## config.mk

```make
export PLATFORM = sky130hd
export DESIGN_NAME = bmrs_top
export DESIGN_NICKNAME = d
export VERILOG_FILES = /design/src/hw/bmrs_pkg.sv /design/src/hw/bmrs_top.sv
export SDC_FILE = /design/constraint.sdc
export NUM_CORES = 1
export LEC_CHECK = 0
export ABC_AREA = 1
export BUFFER_PORTS_ARGS = -buffer_cell sky130_fd_sc_hd__buf_2
export CORE_MARGIN = 4
export CORE_UTILIZATION = 54
export DETAILED_ROUTE_END_ITERATION = 16
export MAX_ROUTING_LAYER = met4
export PLACE_DENSITY = 0.75
export SYNTH_ARGS = -nofsm -noshare
export SYNTH_HDL_FRONTEND = slang
export SYNTH_SLANG_ARGS = --single-unit
export TNS_END_PERCENT = 10
```

## constraint.sdc

```tcl
create_clock -name I_SYS_CLK -period 1.8 [get_ports I_SYS_CLK]
set_clock_uncertainty 0.15 [all_clocks]
set_input_delay 0.18 -clock I_SYS_CLK [delete_from_list [all_inputs] [get_ports I_SYS_CLK]]
set_output_delay 0.18 -clock I_SYS_CLK [all_outputs]
set_load 0.005 [all_outputs]
```

## src/hw/bmrs_pkg.sv

```systemverilog
package bmrs_pkg;

  localparam int unsigned CLK_MHZ          = 100;
  localparam int unsigned CLK_PERIOD_NS    = 10;
  localparam int unsigned FLASH_RECOVER_US = 2000;
  localparam int unsigned FLASH_RECOVER_CYC =
    FLASH_RECOVER_US * CLK_MHZ;
  localparam int unsigned CNT_W            = 24;

  localparam logic        SEL_SINGLE_CHIP  = 1'h1;
  localparam logic        SEL_SINGLE_BOOT  = 1'h0;
  localparam logic [1:0]  GEAR_DIV_1_1     = 2'h0;

  localparam int unsigned SYNC_W           = 3;
  localparam int unsigned SYNC_MID         = 1;
  localparam int unsigned SYNC_LAST        = 2;
  localparam logic [CNT_W-1:0] CNT_STEP    = 24'h00_0001;

  typedef enum logic [1:0] {
    BMRS_BOOT_NONE,
    BMRS_BOOT_FLASH,
    BMRS_BOOT_ROM
  } bmrs_src_t;

  typedef enum {
    BMRS_ST_RESET,
    BMRS_ST_RECOVER,
    BMRS_ST_RUN
  } bmrs_state_t;

endpackage : bmrs_pkg

```

## src/hw/bmrs_top.sv

```systemverilog
// Behaviour
// - Single-chip mode fetches from internal flash.
// - Single-boot mode executes from mask boot ROM.
// - Boot pin level at reset picks mode.
// - Clock gear is one-to-one after reset.
// - Flash unreadable about 2 ms after interrupt.
// - Flash unreadable while erasing or writing; busy gates reads only in the run state, not on the edge entering it.
`timescale 1ns/1ps
module bmrs_top
  import bmrs_pkg::*;
#(
  parameter int unsigned RECOVER_CYC = FLASH_RECOVER_CYC
) (
  input  wire logic       I_SYS_CLK,
  input  wire logic       I_RST_N,
  input  wire logic       i_CE,
  input  wire logic       i_PORT_H_BIT_ZERO,
  input  wire logic       i_FLASH_BUSY,
  output logic            o_BOOT_ROM_SEL,
  output logic            o_FETCH_EN,
  output logic            o_FLASH_READ_OK,
  output logic [1:0]      o_CLK_GEAR,
  output logic [1:0]      o_BOOT_SRC
);

  // Notes for users of this block:
  // - The boot-select pin passes three flops, and a new level is only
  //   trusted once the last two agree, so the reset low time must span
  //   at least four enabled edges for the mode to be read at all.
  // - The pin is ignored once reset is released; a board that moves it
  //   later changes nothing until the next reset.
  // - Busy is gathered over every edge of the reset. A single busy edge
  //   sends the start through the recovery wait, because an operation
  //   cut short may leave the array unreadable for a while.
  // - During the recovery wait neither fetch nor reads are granted, so
  //   the processor does not run code from a half-settled array.
  // - RECOVER_CYC must fit the recovery counter; the default matches the
  //   recovery time at the nominal clock and a bench may shorten it.
  // - While the clock enable is low nothing moves, not even reset, so
  //   the enable must be high for the whole reset low time.
  // - The clock gear output never leaves the one-to-one setting here;
  //   other settings belong to software once the core is running.

  // All state of the sequencer is this one record.
  typedef struct packed {
    logic [SYNC_W-1:0] pin_sync;
    logic              pin_level;
    logic              busy_at_reset;
    logic [CNT_W-1:0]  rec_cnt;
    bmrs_state_t       state;
    logic              rom_sel;
    logic              fetch_en;
    logic              read_ok;
    logic [1:0]        gear;
    bmrs_src_t         src;
  } bmrs_regs_t;

  bmrs_regs_t s_reg;
  bmrs_regs_t s_next;

  always_comb begin
    logic             pin_agree;
    logic             busy_seen;
    logic             rec_done;
    logic             pick_flash;
    bmrs_src_t        pick_src;
    logic             pick_rom;
    logic [CNT_W-1:0] rec_load;
    logic [1:0]       gear_keep;

    pin_agree  = 1'h0;
    busy_seen  = 1'h0;
    rec_done   = 1'h0;
    pick_flash = 1'h0;
    pick_src   = BMRS_BOOT_NONE;
    pick_rom   = 1'h0;
    rec_load   = '0;
    gear_keep  = GEAR_DIV_1_1;
    // Anything not named below keeps its value.
    s_next     = s_reg;

    // Three-flop synchroniser on the boot-select pin; the settled
    // level only moves when the last two stages agree.
    s_next.pin_sync = {s_reg.pin_sync[SYNC_MID:0], i_PORT_H_BIT_ZERO};
    pin_agree = (s_reg.pin_sync[SYNC_LAST] == s_reg.pin_sync[SYNC_MID]);
    if (pin_agree) begin
      s_next.pin_level = s_reg.pin_sync[SYNC_LAST];
    end

    // Start source as decoded from the settled pin level.
    pick_flash = (s_reg.pin_level == SEL_SINGLE_CHIP);
    if (pick_flash) begin
      pick_src = BMRS_BOOT_FLASH;
      pick_rom = 1'h0;
    end else begin
      pick_src = BMRS_BOOT_ROM;
      pick_rom = 1'h1;
    end

    // The first reset edge after a run starts the busy record afresh,
    // so a busy flash before this reset is not held against it.
    if (s_reg.state == BMRS_ST_RESET) begin
      busy_seen = s_reg.busy_at_reset | i_FLASH_BUSY;
    end else begin
      busy_seen = i_FLASH_BUSY;
    end

    // Recovery counts down from RECOVER_CYC - 1 to zero.
    rec_load  = CNT_W'(RECOVER_CYC) - CNT_STEP;
    rec_done  = (s_reg.rec_cnt == '0);
    gear_keep = GEAR_DIV_1_1;

    if (!I_RST_N) begin
      // Outputs fall back to their idle values while reset is held.
      s_next.busy_at_reset = busy_seen;
      s_next.rec_cnt       = '0;
      s_next.state         = BMRS_ST_RESET;
      s_next.rom_sel       = 1'h0;
      s_next.fetch_en      = 1'h0;
      s_next.read_ok       = 1'h0;
      s_next.gear          = gear_keep;
      s_next.src           = BMRS_BOOT_NONE;
    end else begin
      // The first enabled edge after release decides how to start.
      case (s_reg.state)
        BMRS_ST_RESET: begin
          // The decoded source is latched once, at release.
          s_next.src           = pick_src;
          s_next.rom_sel       = pick_rom;
          s_next.gear          = gear_keep;
          s_next.busy_at_reset = 1'h0;
          if (s_reg.busy_at_reset) begin
            // Reset cut into a flash operation: hold fetch and reads.
            s_next.rec_cnt  = rec_load;
            s_next.state    = BMRS_ST_RECOVER;
            s_next.fetch_en = 1'h0;
            s_next.read_ok  = 1'h0;
          end else begin
            s_next.rec_cnt  = '0;
            s_next.state    = BMRS_ST_RUN;
            s_next.fetch_en = 1'h1;
            s_next.read_ok  = 1'h1;
          end
        end

        BMRS_ST_RECOVER: begin
          // Mode stays latched while the flash settles.
          s_next.src           = s_reg.src;
          s_next.rom_sel       = s_reg.rom_sel;
          s_next.gear          = gear_keep;
          s_next.busy_at_reset = 1'h0;
          if (rec_done) begin
            s_next.rec_cnt  = '0;
            s_next.state    = BMRS_ST_RUN;
            s_next.fetch_en = 1'h1;
            s_next.read_ok  = 1'h1;
          end else begin
            s_next.rec_cnt  = s_reg.rec_cnt - CNT_STEP;
            s_next.state    = BMRS_ST_RECOVER;
            s_next.fetch_en = 1'h0;
            s_next.read_ok  = 1'h0;
          end
        end

        BMRS_ST_RUN: begin
          // Source and mapping stay put until the next reset.
          s_next.src           = s_reg.src;
          s_next.rom_sel       = s_reg.rom_sel;
          s_next.gear          = gear_keep;
          s_next.busy_at_reset = 1'h0;
          s_next.rec_cnt       = '0;
          s_next.state         = BMRS_ST_RUN;
          // Fetch stays granted until the next reset.
          s_next.fetch_en      = 1'h1;
          // The array cannot be read while it erases or programs.
          if (i_FLASH_BUSY) begin
            s_next.read_ok = 1'h0;
          end else begin
            s_next.read_ok = 1'h1;
          end
        end

        default: begin
          // An unknown state falls back to reset behaviour.
          s_next.src           = BMRS_BOOT_NONE;
          s_next.rom_sel       = 1'h0;
          s_next.gear          = gear_keep;
          s_next.busy_at_reset = 1'h0;
          s_next.rec_cnt       = '0;
          s_next.state         = BMRS_ST_RESET;
          s_next.fetch_en      = 1'h0;
          s_next.read_ok       = 1'h0;
        end
      endcase
    end
  end

  // A low clock enable freezes the whole record, reset included.
  always_ff @(posedge I_SYS_CLK) begin
    if (i_CE) begin
      s_reg <= s_next;
    end
  end

  // Every output is a field of the registered record.
  assign o_BOOT_ROM_SEL  = s_reg.rom_sel;
  assign o_FETCH_EN      = s_reg.fetch_en;
  assign o_FLASH_READ_OK = s_reg.read_ok;
  assign o_CLK_GEAR      = s_reg.gear;
  assign o_BOOT_SRC      = s_reg.src;

endmodule : bmrs_top

```

==> reports/qor.log, run 1 <==
qor: final_layout.largest_register_ffs 29
qor: power_and_ir_drop.pwr_density_cell 769 nW/um^2
qor: status.failed_checks setup timing
qor: logic_synthesis.synth-edff-count 34
qor: placed_design.port_buffers 9
qor: final_layout.growth_of_design_area_from_synthesis_to_finish 21.8%
qor: worst_setup_path.crit_type reg -> reg
qor: sta.hold-worst-slack 70.2 ps
qor: clocking.path_clk_slew 70 ps
qor: sta.grt_setup_unrepaired yes
qor: floorplanning.floorplan.die_area 4880 sq um
qor: worst_setup_path.worst_setup_path_startpoint s_reg[46]
qor: final_layout.antennaDiodeCount 0
qor: detailed_routing.drt_first_pass_iters 5
qor: detailed_routing.post_drt_wl_per_cell 14.1 um
qor: power_and_ir_drop.cell_internal_pwr 1.44 mW
qor: floorplanning.std_cell_rows 22
qor: worst_setup_path.worstReg2RegStart s_reg[46]
qor: sta.finalMaxSlewViolations 0
qor: grt.sum_of_overflow_across_all_layers_after_global_routing 0
qor: grt.pin_count_of_the_biggest_net_entering_global_routing 18
qor: clocking.cts_tree yes
qor: power_and_ir_drop.max-vdd-ir-drop 764 uV
qor: worst_setup_path.crit_fanout 6
qor: floorplanning.num_io_pins 12
qor: sta.layout_min_cycle_time 1800 ps
qor: detailed_routing.detailroute.via_count 1,653
qor: sta.hold_viol 0
qor: clocking.clock_sinks 34
qor: logic_synthesis.synthesis.area 2070 sq um
qor: sta.min_period_over_period 100%
qor: worst_setup_path.timing.critical_path.from_type flop
qor: detailed_routing.drt_iter0_drc 117
qor: power_and_ir_drop.p_clk_share 34.6%
qor: logic_synthesis.postSynth.asyncResetShare 0%
qor: logic_synthesis.yosysMostFrequentCell sky130_fd_sc_hd__nor2_1
qor: floorplanning.die_height 69.9 um
qor: floorplanning.core-area 3690 sq um
qor: floorplanning.dieWidth 69.9 um
qor: logic_synthesis.yosys-top-cells-area sky130_fd_sc_hd__edfxtp_1 (49%), sky130_fd_sc_hd__nor2_1 (7.6%), sky130_fd_sc_hd__nand2_1 (6.0%), sky130_fd_sc_hd__nor2_2 (5.5%), sky130_fd_sc_hd__inv_1 (4.9%)
qor: logic_synthesis.synth_seq_area_share 49.4%
qor: sta.max_fclk 555 MHz
qor: worst_setup_path.worst_setup_path_end_kind flop
qor: sta.setup_slack -1.70 ps
qor: logic_synthesis.synth-main-ff-cell sky130_fd_sc_hd__edfxtp_1
qor: final_layout.regArea 1020 sq um
qor: clocking.tritoncts.num_buffers 5
qor: detailed_routing.detail_route.wirelength 4440 um
qor: logic_synthesis.synth_top_area_share 49.4%
qor: logic_synthesis.library_cell_occupying_the_most_area_in_the_post_synthesis_netlist sky130_fd_sc_hd__edfxtp_1
qor: logic_synthesis.ys_warn_count 0
qor: logic_synthesis.yosysUniqueCellTypes 32
qor: detailed_routing.routed_via_density 5.26
qor: worst_setup_path.reg2reg_setup_slack -2 ps
qor: power_and_ir_drop.swShare 25.5%
qor: placed_design.total_half_perimeter_wirelength_after_legalization_and_detailed_placement 3130 um
qor: placed_design.globalplace.congestion 0.878
qor: detailed_routing.detailed_route_drc_error_count 0
qor: sta.setup_viol 1
qor: logic_synthesis.synthTopCellsByCount sky130_fd_sc_hd__nor2_1 (42), sky130_fd_sc_hd__edfxtp_1 (34), sky130_fd_sc_hd__nand2_1 (33)
qor: worst_setup_path.r2r_end s_reg[59]
qor: status.run_status finished with violations
qor: grt.groute.usage.overall 18.6%
qor: clocking.cts-root-buf sky130_fd_sc_hd__clkbuf_8
qor: sta.fin_tns_setup -1.70 ps
qor: power_and_ir_drop.share_of_total_power_in_combinational_logic 15.4%
qor: floorplanning.start_util 56.0%
qor: worst_setup_path.arrival 1710 ps
qor: power_and_ir_drop.total_switching_power 0.493 mW
qor: final_layout.fillCellCount 283
qor: logic_synthesis.synth.ff_latch_count 34
qor: clocking.h_tree_depth_reported_by_cts 2
qor: logic_synthesis.syn_inst 229
qor: logic_synthesis.avgSynthCellArea 9.02 sq um
qor: power_and_ir_drop.p_seq_share 49.9%
qor: grt.first_global_vias 1,511
qor: worst_setup_path.rr_worst_depth 7
qor: worst_setup_path.cp-endpoint s_reg[59]
qor: flow_run.max_cap_viol_count 0
qor: clocking.clk-insertion-delay-late 300 ps
qor: clocking.cts_max_path_buffers 2
qor: power_and_ir_drop.leakage 1.07 nW
qor: final_layout.drive_above_1_share 35.0%
qor: hold_path.timing.hold.worst.class in -> reg
qor: worst_setup_path.worstPathRequired 1710 ps
qor: grt.antenna_violations_before_repair 0
qor: detailed_routing.route.antenna.remaining_nets 0
qor: final_layout.multi_input_area 976 sq um
qor: final_layout.layout.nets 273
qor: grt.grt_first_pass_wirelength 6830 um
==> layer usage <==
metal  up-vias  wire length, um  global-route usage [%]
met3        14              282                    4.03
met2        56             2090                    28.9
met4         0              145                    8.94
li1        810                -                       -
met5         -                0                       -
met1       773             1920                    23.2
==> worst min path at each step <==
| stage | startpoint | endpoint | slack [ps] | cells past startpoint |
|---|---|---|---|---|
| 4_1_cts | i_CE | s_reg[63] | 70 | 1 |
| 3_3_place_gp | i_PORT_H_BIT_ZERO | s_next[66] | 210 | 1 |
| 2_1_floorplan | i_PORT_H_BIT_ZERO | s_next[66] | 130 | 0 |
| 6_report | i_CE | s_reg[63] | 70 | 1 |
| 5_1_grt | i_CE | s_reg[63] | 90 | 1 |
| 3_5_place_dp | i_PORT_H_BIT_ZERO | s_next[66] | 210 | 1 |
==> power groups by stage <==
stage	registers, mW	logic (mW)	clock network [mW]
finish	0.966	0.299	0.670
CTS	0.963	0.267	0.676
detailed placement	0.979	0.256	0
floorplan	0.973	0.177	0
global placement	0.978	0.250	0
global route	0.970	0.330	0.711
==> cell type report <==
cell class / count / area share [%]
clock buffer: 5 / 2.73
clock inverter: 2 / 1.34
inverter: 29 / 4.53
multi-input combinational: 162 / 38.8
sequential: 34 / 40.6
tap: 48 / 2.39
timing repair buffer: 34 / 9.65
==> critical path, stage by stage, from the launching register on <==
cell and delay (ps):
sky130_fd_sc_hd__edfxtp_1 460, sky130_fd_sc_hd__nor2_2 190, sky130_fd_sc_hd__nand2_2 130, sky130_fd_sc_hd__nor2_4 220, sky130_fd_sc_hd__buf_4 150, sky130_fd_sc_hd__nand3_1 90
sky130_fd_sc_hd__xor2_1 140, sky130_fd_sc_hd__nor2_1 60
==> stage by stage <==
step | power [mW] | worst slack [ps] | cell area, sq um | utilization [%] | std cells
final | 1.93 | -1.70 | 2520 | 68.2 | 314
after global routing | 2.01 | -75.1 | 2520 | 68.2 | 314
after global placement | 1.23 | -13.5 | 2240 | 60.7 | 296
after floorplan | 1.15 | 90.3 | 2070 | - | 230
after detailed placement | 1.24 | -35.6 | 2240 | 60.7 | 296
after CTS | 1.91 | 6.09 | 2380 | 64.5 | 306
==> placed cells by master (no fill, tap or decap), drive strengths merged, types with 4 or more instances in the layout <==
cell	netlist	routed
xor2	8	8
a21oi	9	9
nand3	12	12
buf	5	33
nand2	41	41
clkbuf	0	5
nor2	64	64
edfxtp	34	34
nand4	4	4
inv	29	29
o21ai	7	7
nor3	4	4
==> what timing repair did <==
item / CTS / global route
endpoints found under the setup margin: 18 / 22
endpoints found under the hold margin: 1 / 0
setup buffers: 2 / 8
gates resized for setup: 4 / 22
pin swaps: 1 / 8
hold buffers: 1 / 0
==> cells by family after synthesis <==
logic type               synth area share, %
XOR/XNOR                                4.24
buffers and inverters                   7.51
AO/OA/AOI/OAI                           5.45
other                                  0.182
flip-flops                              49.4
AND/OR/NAND/NOR                         32.0
adder cells (fa/ha/maj)                 1.21
Note: power is estimated with default switching activity, not from simulation.
==> inputs of run 2 (changes only) <==
SKIP_LAST_GASP = 1   (was default)
==> reports/qor.log, run 2 (synthesized netlist as in run 1, its figures left out) <==
qor: status.run_status complete, no violations
qor: worst_setup_path.critPathBufInv 1
qor: clocking.clock_sinks 34
qor: grt.pin_count_of_the_biggest_net_entering_global_routing 18
qor: worst_setup_path.worstReg2RegStart s_reg[46]
qor: placed_design.port_buffers 9
qor: worst_setup_path.worstPathRequired 1710 ps
qor: grt.first_global_vias 1,511
qor: clocking.h_tree_depth_reported_by_cts 2
qor: worst_setup_path.critPathSlowestCell sky130_fd_sc_hd__edfxtp_1
qor: clocking.tritoncts.num_buffers 5
qor: floorplanning.floorplan.die_area 4880 sq um
qor: detailed_routing.detail_route.wirelength 4440 um
qor: final_layout.antennaDiodeCount 0
qor: placed_design.globalplace.congestion 0.878
qor: detailed_routing.detailroute.via_count 1,646
qor: hold_path.whs_endpoint s_reg[63]
qor: final_layout.instances_no_fill 314
qor: final_layout.drive_above_1_share 34.6%
qor: final_layout.most_frequent_cells_in_the_layout sky130_fd_sc_hd__nor2_1 (34), sky130_fd_sc_hd__edfxtp_1 (34), sky130_fd_sc_hd__nand2_1 (32), sky130_fd_sc_hd__inv_1 (25)
qor: sta.min_period_over_period 100%
qor: worst_setup_path.worst_setup_path_end_kind flop
qor: floorplanning.core-area 3690 sq um
qor: floorplanning.start_util 56.0%
qor: sta.max_fclk 556 MHz
qor: worst_setup_path.rr_worst_depth 7
qor: final_layout.largest_register_ffs 29
qor: worst_setup_path.timing.critical_path.from_type flop
qor: detailed_routing.route.antenna.remaining_nets 0
qor: sta.finalMaxSlewViolations 0
qor: hold_path.hp-start i_CE
qor: worst_setup_path.critPathMaxStageDelay 460 ps
qor: grt.grt_first_pass_wirelength 6830 um
qor: grt.sum_of_overflow_across_all_layers_after_global_routing 0
qor: sta.fin_tns_setup 0 ps
qor: placed_design.total_half_perimeter_wirelength_after_legalization_and_detailed_placement 3130 um
qor: final_layout.post-route-cell-area 2500 sq um
qor: placed_design.numPlacedInstances 296
qor: grt.groute.usage.overall 18.6%
qor: placed_design.dp_worst_setup_slack -35.6 ps
qor: worst_setup_path.arrival 1710 ps
qor: detailed_routing.drt_iter0_drc 135
qor: hold_path.timing.hold.worst_path_depth 1
qor: detailed_routing.routed_via_density 5.24
qor: sta.hold_viol 0
qor: sta.setup_slack 0.412 ps
qor: flow_run.max_cap_viol_count 0
qor: worst_setup_path.crit_chain nor2_2 -> nand2_2 -> nor2_4 -> buf_4 -> nand3_1 -> xor2_1 -> nor2_1
qor: final_layout.layout.nets 273
qor: clocking.cts_tree yes
qor: floorplanning.num_io_pins 12
qor: final_layout.utilization 67.9%
qor: sta.grt_setup_unrepaired yes
qor: clocking.cts-root-buf sky130_fd_sc_hd__clkbuf_8
qor: worst_setup_path.gate_family_responsible_for_the_most_delay_along_the_worst_path simple AND/OR/NAND/NOR gates
qor: power_and_ir_drop.max-vdd-ir-drop 769 uV
qor: hold_path.timing.hold.worst.class in -> reg
qor: final_layout.growth_of_design_area_from_synthesis_to_finish 21.3%
qor: detailed_routing.post_drt_wl_per_cell 14.1 um
qor: worst_setup_path.crit_type reg -> reg
qor: floorplanning.dieWidth 69.9 um
qor: power_and_ir_drop.overall_power 1.93 mW
qor: clocking.cts_max_path_buffers 2
qor: detailed_routing.detailed_route_drc_error_count 0
qor: worst_setup_path.r2r_end s_reg[59]
qor: worst_setup_path.reg2reg_setup_slack 0.4 ps
qor: power_and_ir_drop.leakage 1.07 nW
qor: grt.antenna_violations_before_repair 0
qor: worst_setup_path.crit_fanout 6
qor: floorplanning.die_height 69.9 um
qor: sta.hold-worst-slack 79.1 ps
qor: power_and_ir_drop.pwr_density_cell 771 nW/um^2
qor: floorplanning.std_cell_rows 22
qor: clocking.path_clk_slew 70 ps
qor: detailed_routing.drt_first_pass_iters 4
qor: clocking.clk-insertion-delay-late 300 ps
qor: sta.layout_min_cycle_time 1800 ps
qor: placed_design.postPlaceCellArea 2240 sq um
qor: sta.setup_viol 0
==> run 2: layout make-up <==
class | count | area [sq um]
Fill cell | 283 | 1180
Sequential cell | 34 | 1020
Multi-Input combinational cell | 162 | 968
Timing Repair Buffer | 34 | 239
Inverter | 29 | 114
Clock buffer | 5 | 68.8
Tap cell | 48 | 60.1
Clock inverter | 2 | 33.8
==> run 2: worst reg2reg max path, stage by stage (launching register included) <==
cell                       delay, ps
sky130_fd_sc_hd__edfxtp_1        460
sky130_fd_sc_hd__nor2_2          180
sky130_fd_sc_hd__nand2_2         130
sky130_fd_sc_hd__nor2_4          220
sky130_fd_sc_hd__buf_4           150
sky130_fd_sc_hd__nand3_1          90
sky130_fd_sc_hd__xor2_1          140
sky130_fd_sc_hd__nor2_1           60
==> run 2: repair_timing <==
item / in CTS / in global routing
hold buffers: 1 / 0
endpoints found under the hold margin: 1 / 0
setup buffers: 2 / 8
pin swaps: 1 / 4
cloned: 0 / 0
endpoints found under the setup margin: 18 / 22
resized for setup: 4 / 19
==> run 2: worst max path at each step <==
stage	startpoint	to	slack (ps)	cells after the start
2_1_floorplan	s_reg[39]	s_reg[55]	90	9
3_3_place_gp	s_reg[46]	s_reg[59]	-10	7
3_5_place_dp	s_reg[39]	s_reg[55]	-40	9
4_1_cts	s_reg[44]	s_reg[58]	6	8
5_1_grt	s_reg[50]	s_reg[42]	-90	8
6_report	s_reg[46]	s_reg[59]	0.4	7
==> run 2: power by group <==
part | internal, mW | switching, mW
sequential | 0.927 | 0.0391
clock | 0.400 | 0.271
combinational | 0.113 | 0.182
==> run 2: metal layers <==
metal  global-route usage (%)  vias to the layer above  wire [um]
li1                         -                      811          -
met1                     23.2                      788       2000
met2                     28.9                       37       2120
met3                     4.03                       10        197
met4                     8.94                        0        121
met5                        -                        -          0
==> inputs of run 3 (changes only) <==
MAX_ROUTING_LAYER = default   (was met4)
==> reports/qor.log, run 3 (synthesized netlist as in run 1, its figures left out) <==
qor: detailed_routing.detailed_route_drc_error_count 0
qor: power_and_ir_drop.pwr_density_cell 773 nW/um^2
qor: worst_setup_path.gate_family_responsible_for_the_most_delay_along_the_worst_path simple AND/OR/NAND/NOR gates
qor: final_layout.most_frequent_cells_in_the_layout sky130_fd_sc_hd__nor2_1 (34), sky130_fd_sc_hd__edfxtp_1 (34), sky130_fd_sc_hd__nand2_1 (32), sky130_fd_sc_hd__inv_1 (25)
qor: clocking.h_tree_depth_reported_by_cts 2
qor: floorplanning.num_io_pins 12
qor: final_layout.largest_register_ffs 29
qor: power_and_ir_drop.cell_internal_pwr 1.44 mW
qor: final_layout.layout.nets 273
qor: power_and_ir_drop.max-vdd-ir-drop 768 uV
qor: floorplanning.core-area 3690 sq um
qor: clocking.cts_max_path_buffers 2
qor: power_and_ir_drop.leakage 1.07 nW
qor: hold_path.timing.hold.worst_path_depth 1
qor: grt.grt_first_pass_wirelength 6840 um
qor: sta.finalMaxSlewViolations 0
qor: detailed_routing.detail_route.wirelength 4460 um
qor: placed_design.total_half_perimeter_wirelength_after_legalization_and_detailed_placement 3130 um
qor: power_and_ir_drop.p_clk_share 34.9%
qor: worst_setup_path.critPathSlowestCell sky130_fd_sc_hd__edfxtp_1
qor: clocking.path_clk_slew 70 ps
qor: grt.groute.usage.overall 18.1%
qor: sta.grt_setup_unrepaired yes
qor: sta.hold_viol 0
qor: hold_path.hp-start i_CE
qor: placed_design.numPlacedInstances 296
qor: worst_setup_path.crit_type reg -> reg
qor: worst_setup_path.critical_path_depth 7
qor: worst_setup_path.worst_setup_path_end_kind flop
qor: detailed_routing.post_drt_wl_per_cell 14.2 um
qor: grt.antenna_violations_before_repair 0
qor: power_and_ir_drop.share_of_total_power_in_combinational_logic 15.3%
qor: worst_setup_path.crit_fanout 6
qor: floorplanning.floorplan.die_area 4880 sq um
qor: detailed_routing.drt_first_pass_iters 4
qor: worst_setup_path.worst_setup_path_startpoint s_reg[46]
qor: floorplanning.start_util 56.0%
qor: grt.sum_of_overflow_across_all_layers_after_global_routing 0
qor: worst_setup_path.crit_chain nor2_2 -> nand2_2 -> nor2_4 -> buf_4 -> nand3_1 -> xor2_1 -> nor2_1
qor: grt.pin_count_of_the_biggest_net_entering_global_routing 18
qor: hold_path.timing.hold.worst.class in -> reg
qor: final_layout.post-route-cell-area 2500 sq um
qor: worst_setup_path.rr_worst_depth 7
qor: worst_setup_path.critPathMaxStageDelay 460 ps
qor: sta.fin_tns_setup 0 ps
qor: final_layout.fillCellCount 283
qor: worst_setup_path.timing.critical_path.from_type flop
qor: clocking.cts_tree yes
qor: placed_design.postPlaceCellArea 2240 sq um
qor: clocking.cts-root-buf sky130_fd_sc_hd__clkbuf_8
qor: clocking.tritoncts.num_buffers 5
qor: final_layout.growth_of_design_area_from_synthesis_to_finish 21.3%
qor: sta.layout_min_cycle_time 1790 ps
qor: sta.max_fclk 557 MHz
qor: worst_setup_path.worstPathRequired 1710 ps
qor: sta.setup_viol 0
qor: power_and_ir_drop.swShare 25.6%
qor: power_and_ir_drop.p_seq_share 49.9%
qor: sta.min_period_over_period 99.7%
qor: flow_run.max_cap_viol_count 0
qor: floorplanning.die_height 69.9 um
qor: final_layout.utilization 67.9%
qor: final_layout.drive_above_1_share 34.6%
qor: detailed_routing.route.antenna.remaining_nets 0
qor: clocking.clk-insertion-delay-late 300 ps
qor: status.run_status complete, no violations
qor: power_and_ir_drop.total_switching_power 0.496 mW
qor: placed_design.port_buffers 9
qor: clocking.clock_sinks 34
qor: final_layout.antennaDiodeCount 0
qor: worst_setup_path.arrival 1700 ps
qor: worst_setup_path.worstReg2RegStart s_reg[46]
qor: floorplanning.dieWidth 69.9 um
qor: final_layout.instances_no_fill 314
qor: floorplanning.std_cell_rows 22
qor: worst_setup_path.critPathBufInv 1
qor: detailed_routing.drt_iter0_drc 148
qor: placed_design.globalplace.congestion 0.864
qor: grt.first_global_vias 1,513
qor: detailed_routing.detailroute.via_count 1,637
qor: detailed_routing.routed_via_density 5.21
[run 3: metal layers]
metal	share of wire (%)	wire, um	global-route usage [%]
met2	48	2140	28.9
met1	45	2010	23.2
met3	4.7	211	4.03
met4	2.4	108	8.94
met5	0	0	0
[run 3: layout make-up]
type	count	area, sq um	share of cell area [%]
tap	48	60.1	2.40
timing repair buffer	34	239	9.54
clock inverter	2	33.8	1.35
multi-input combinational	162	968	38.7
sequential	34	1020	40.8
clock buffer	5	68.8	2.75
inverter	29	114	4.55
[run 3: stage by stage]
step / total power [mW] / hold WS, ps / setup WS [ps]
after floorplan: 1.15 / 129 / 90.3
after global placement: 1.23 / 208 / -13.5
after detailed placement: 1.24 / 211 / -35.6
after CTS: 1.91 / 74.5 / 6.09
after global routing: 2.01 / 87.8 / -89.0
final: 1.94 / 75.9 / 5.51
[run 3: final timing paths]
path | endpoint | slack (ps)
setup / recovery | s_reg[59] | 6
hold / removal | s_reg[63] | 80
setup reg to reg | s_reg[59] | 6
hold reg to reg | s_next[67] | 290
[run 3: power groups by stage]
stage	registers [mW]	clock network [mW]	logic, mW
6_report	0.966	0.675	0.295
3_5_place_dp	0.979	0	0.256
3_3_place_gp	0.978	0	0.250
2_1_floorplan	0.973	0	0.177
4_1_cts	0.963	0.676	0.267
5_1_grt	0.970	0.711	0.326
[run 3: what timing repair did]
| action | in CTS | in global routing |
|---|---|---|
| cloned | 0 | 0 |
| setup endpoints to repair | 18 | 22 |
| hold endpoints to repair | 1 | 0 |
| buffers inserted | 2 | 8 |
| hold buffers | 1 | 0 |
| pin swaps | 1 | 4 |
| resized for setup | 4 | 19 |
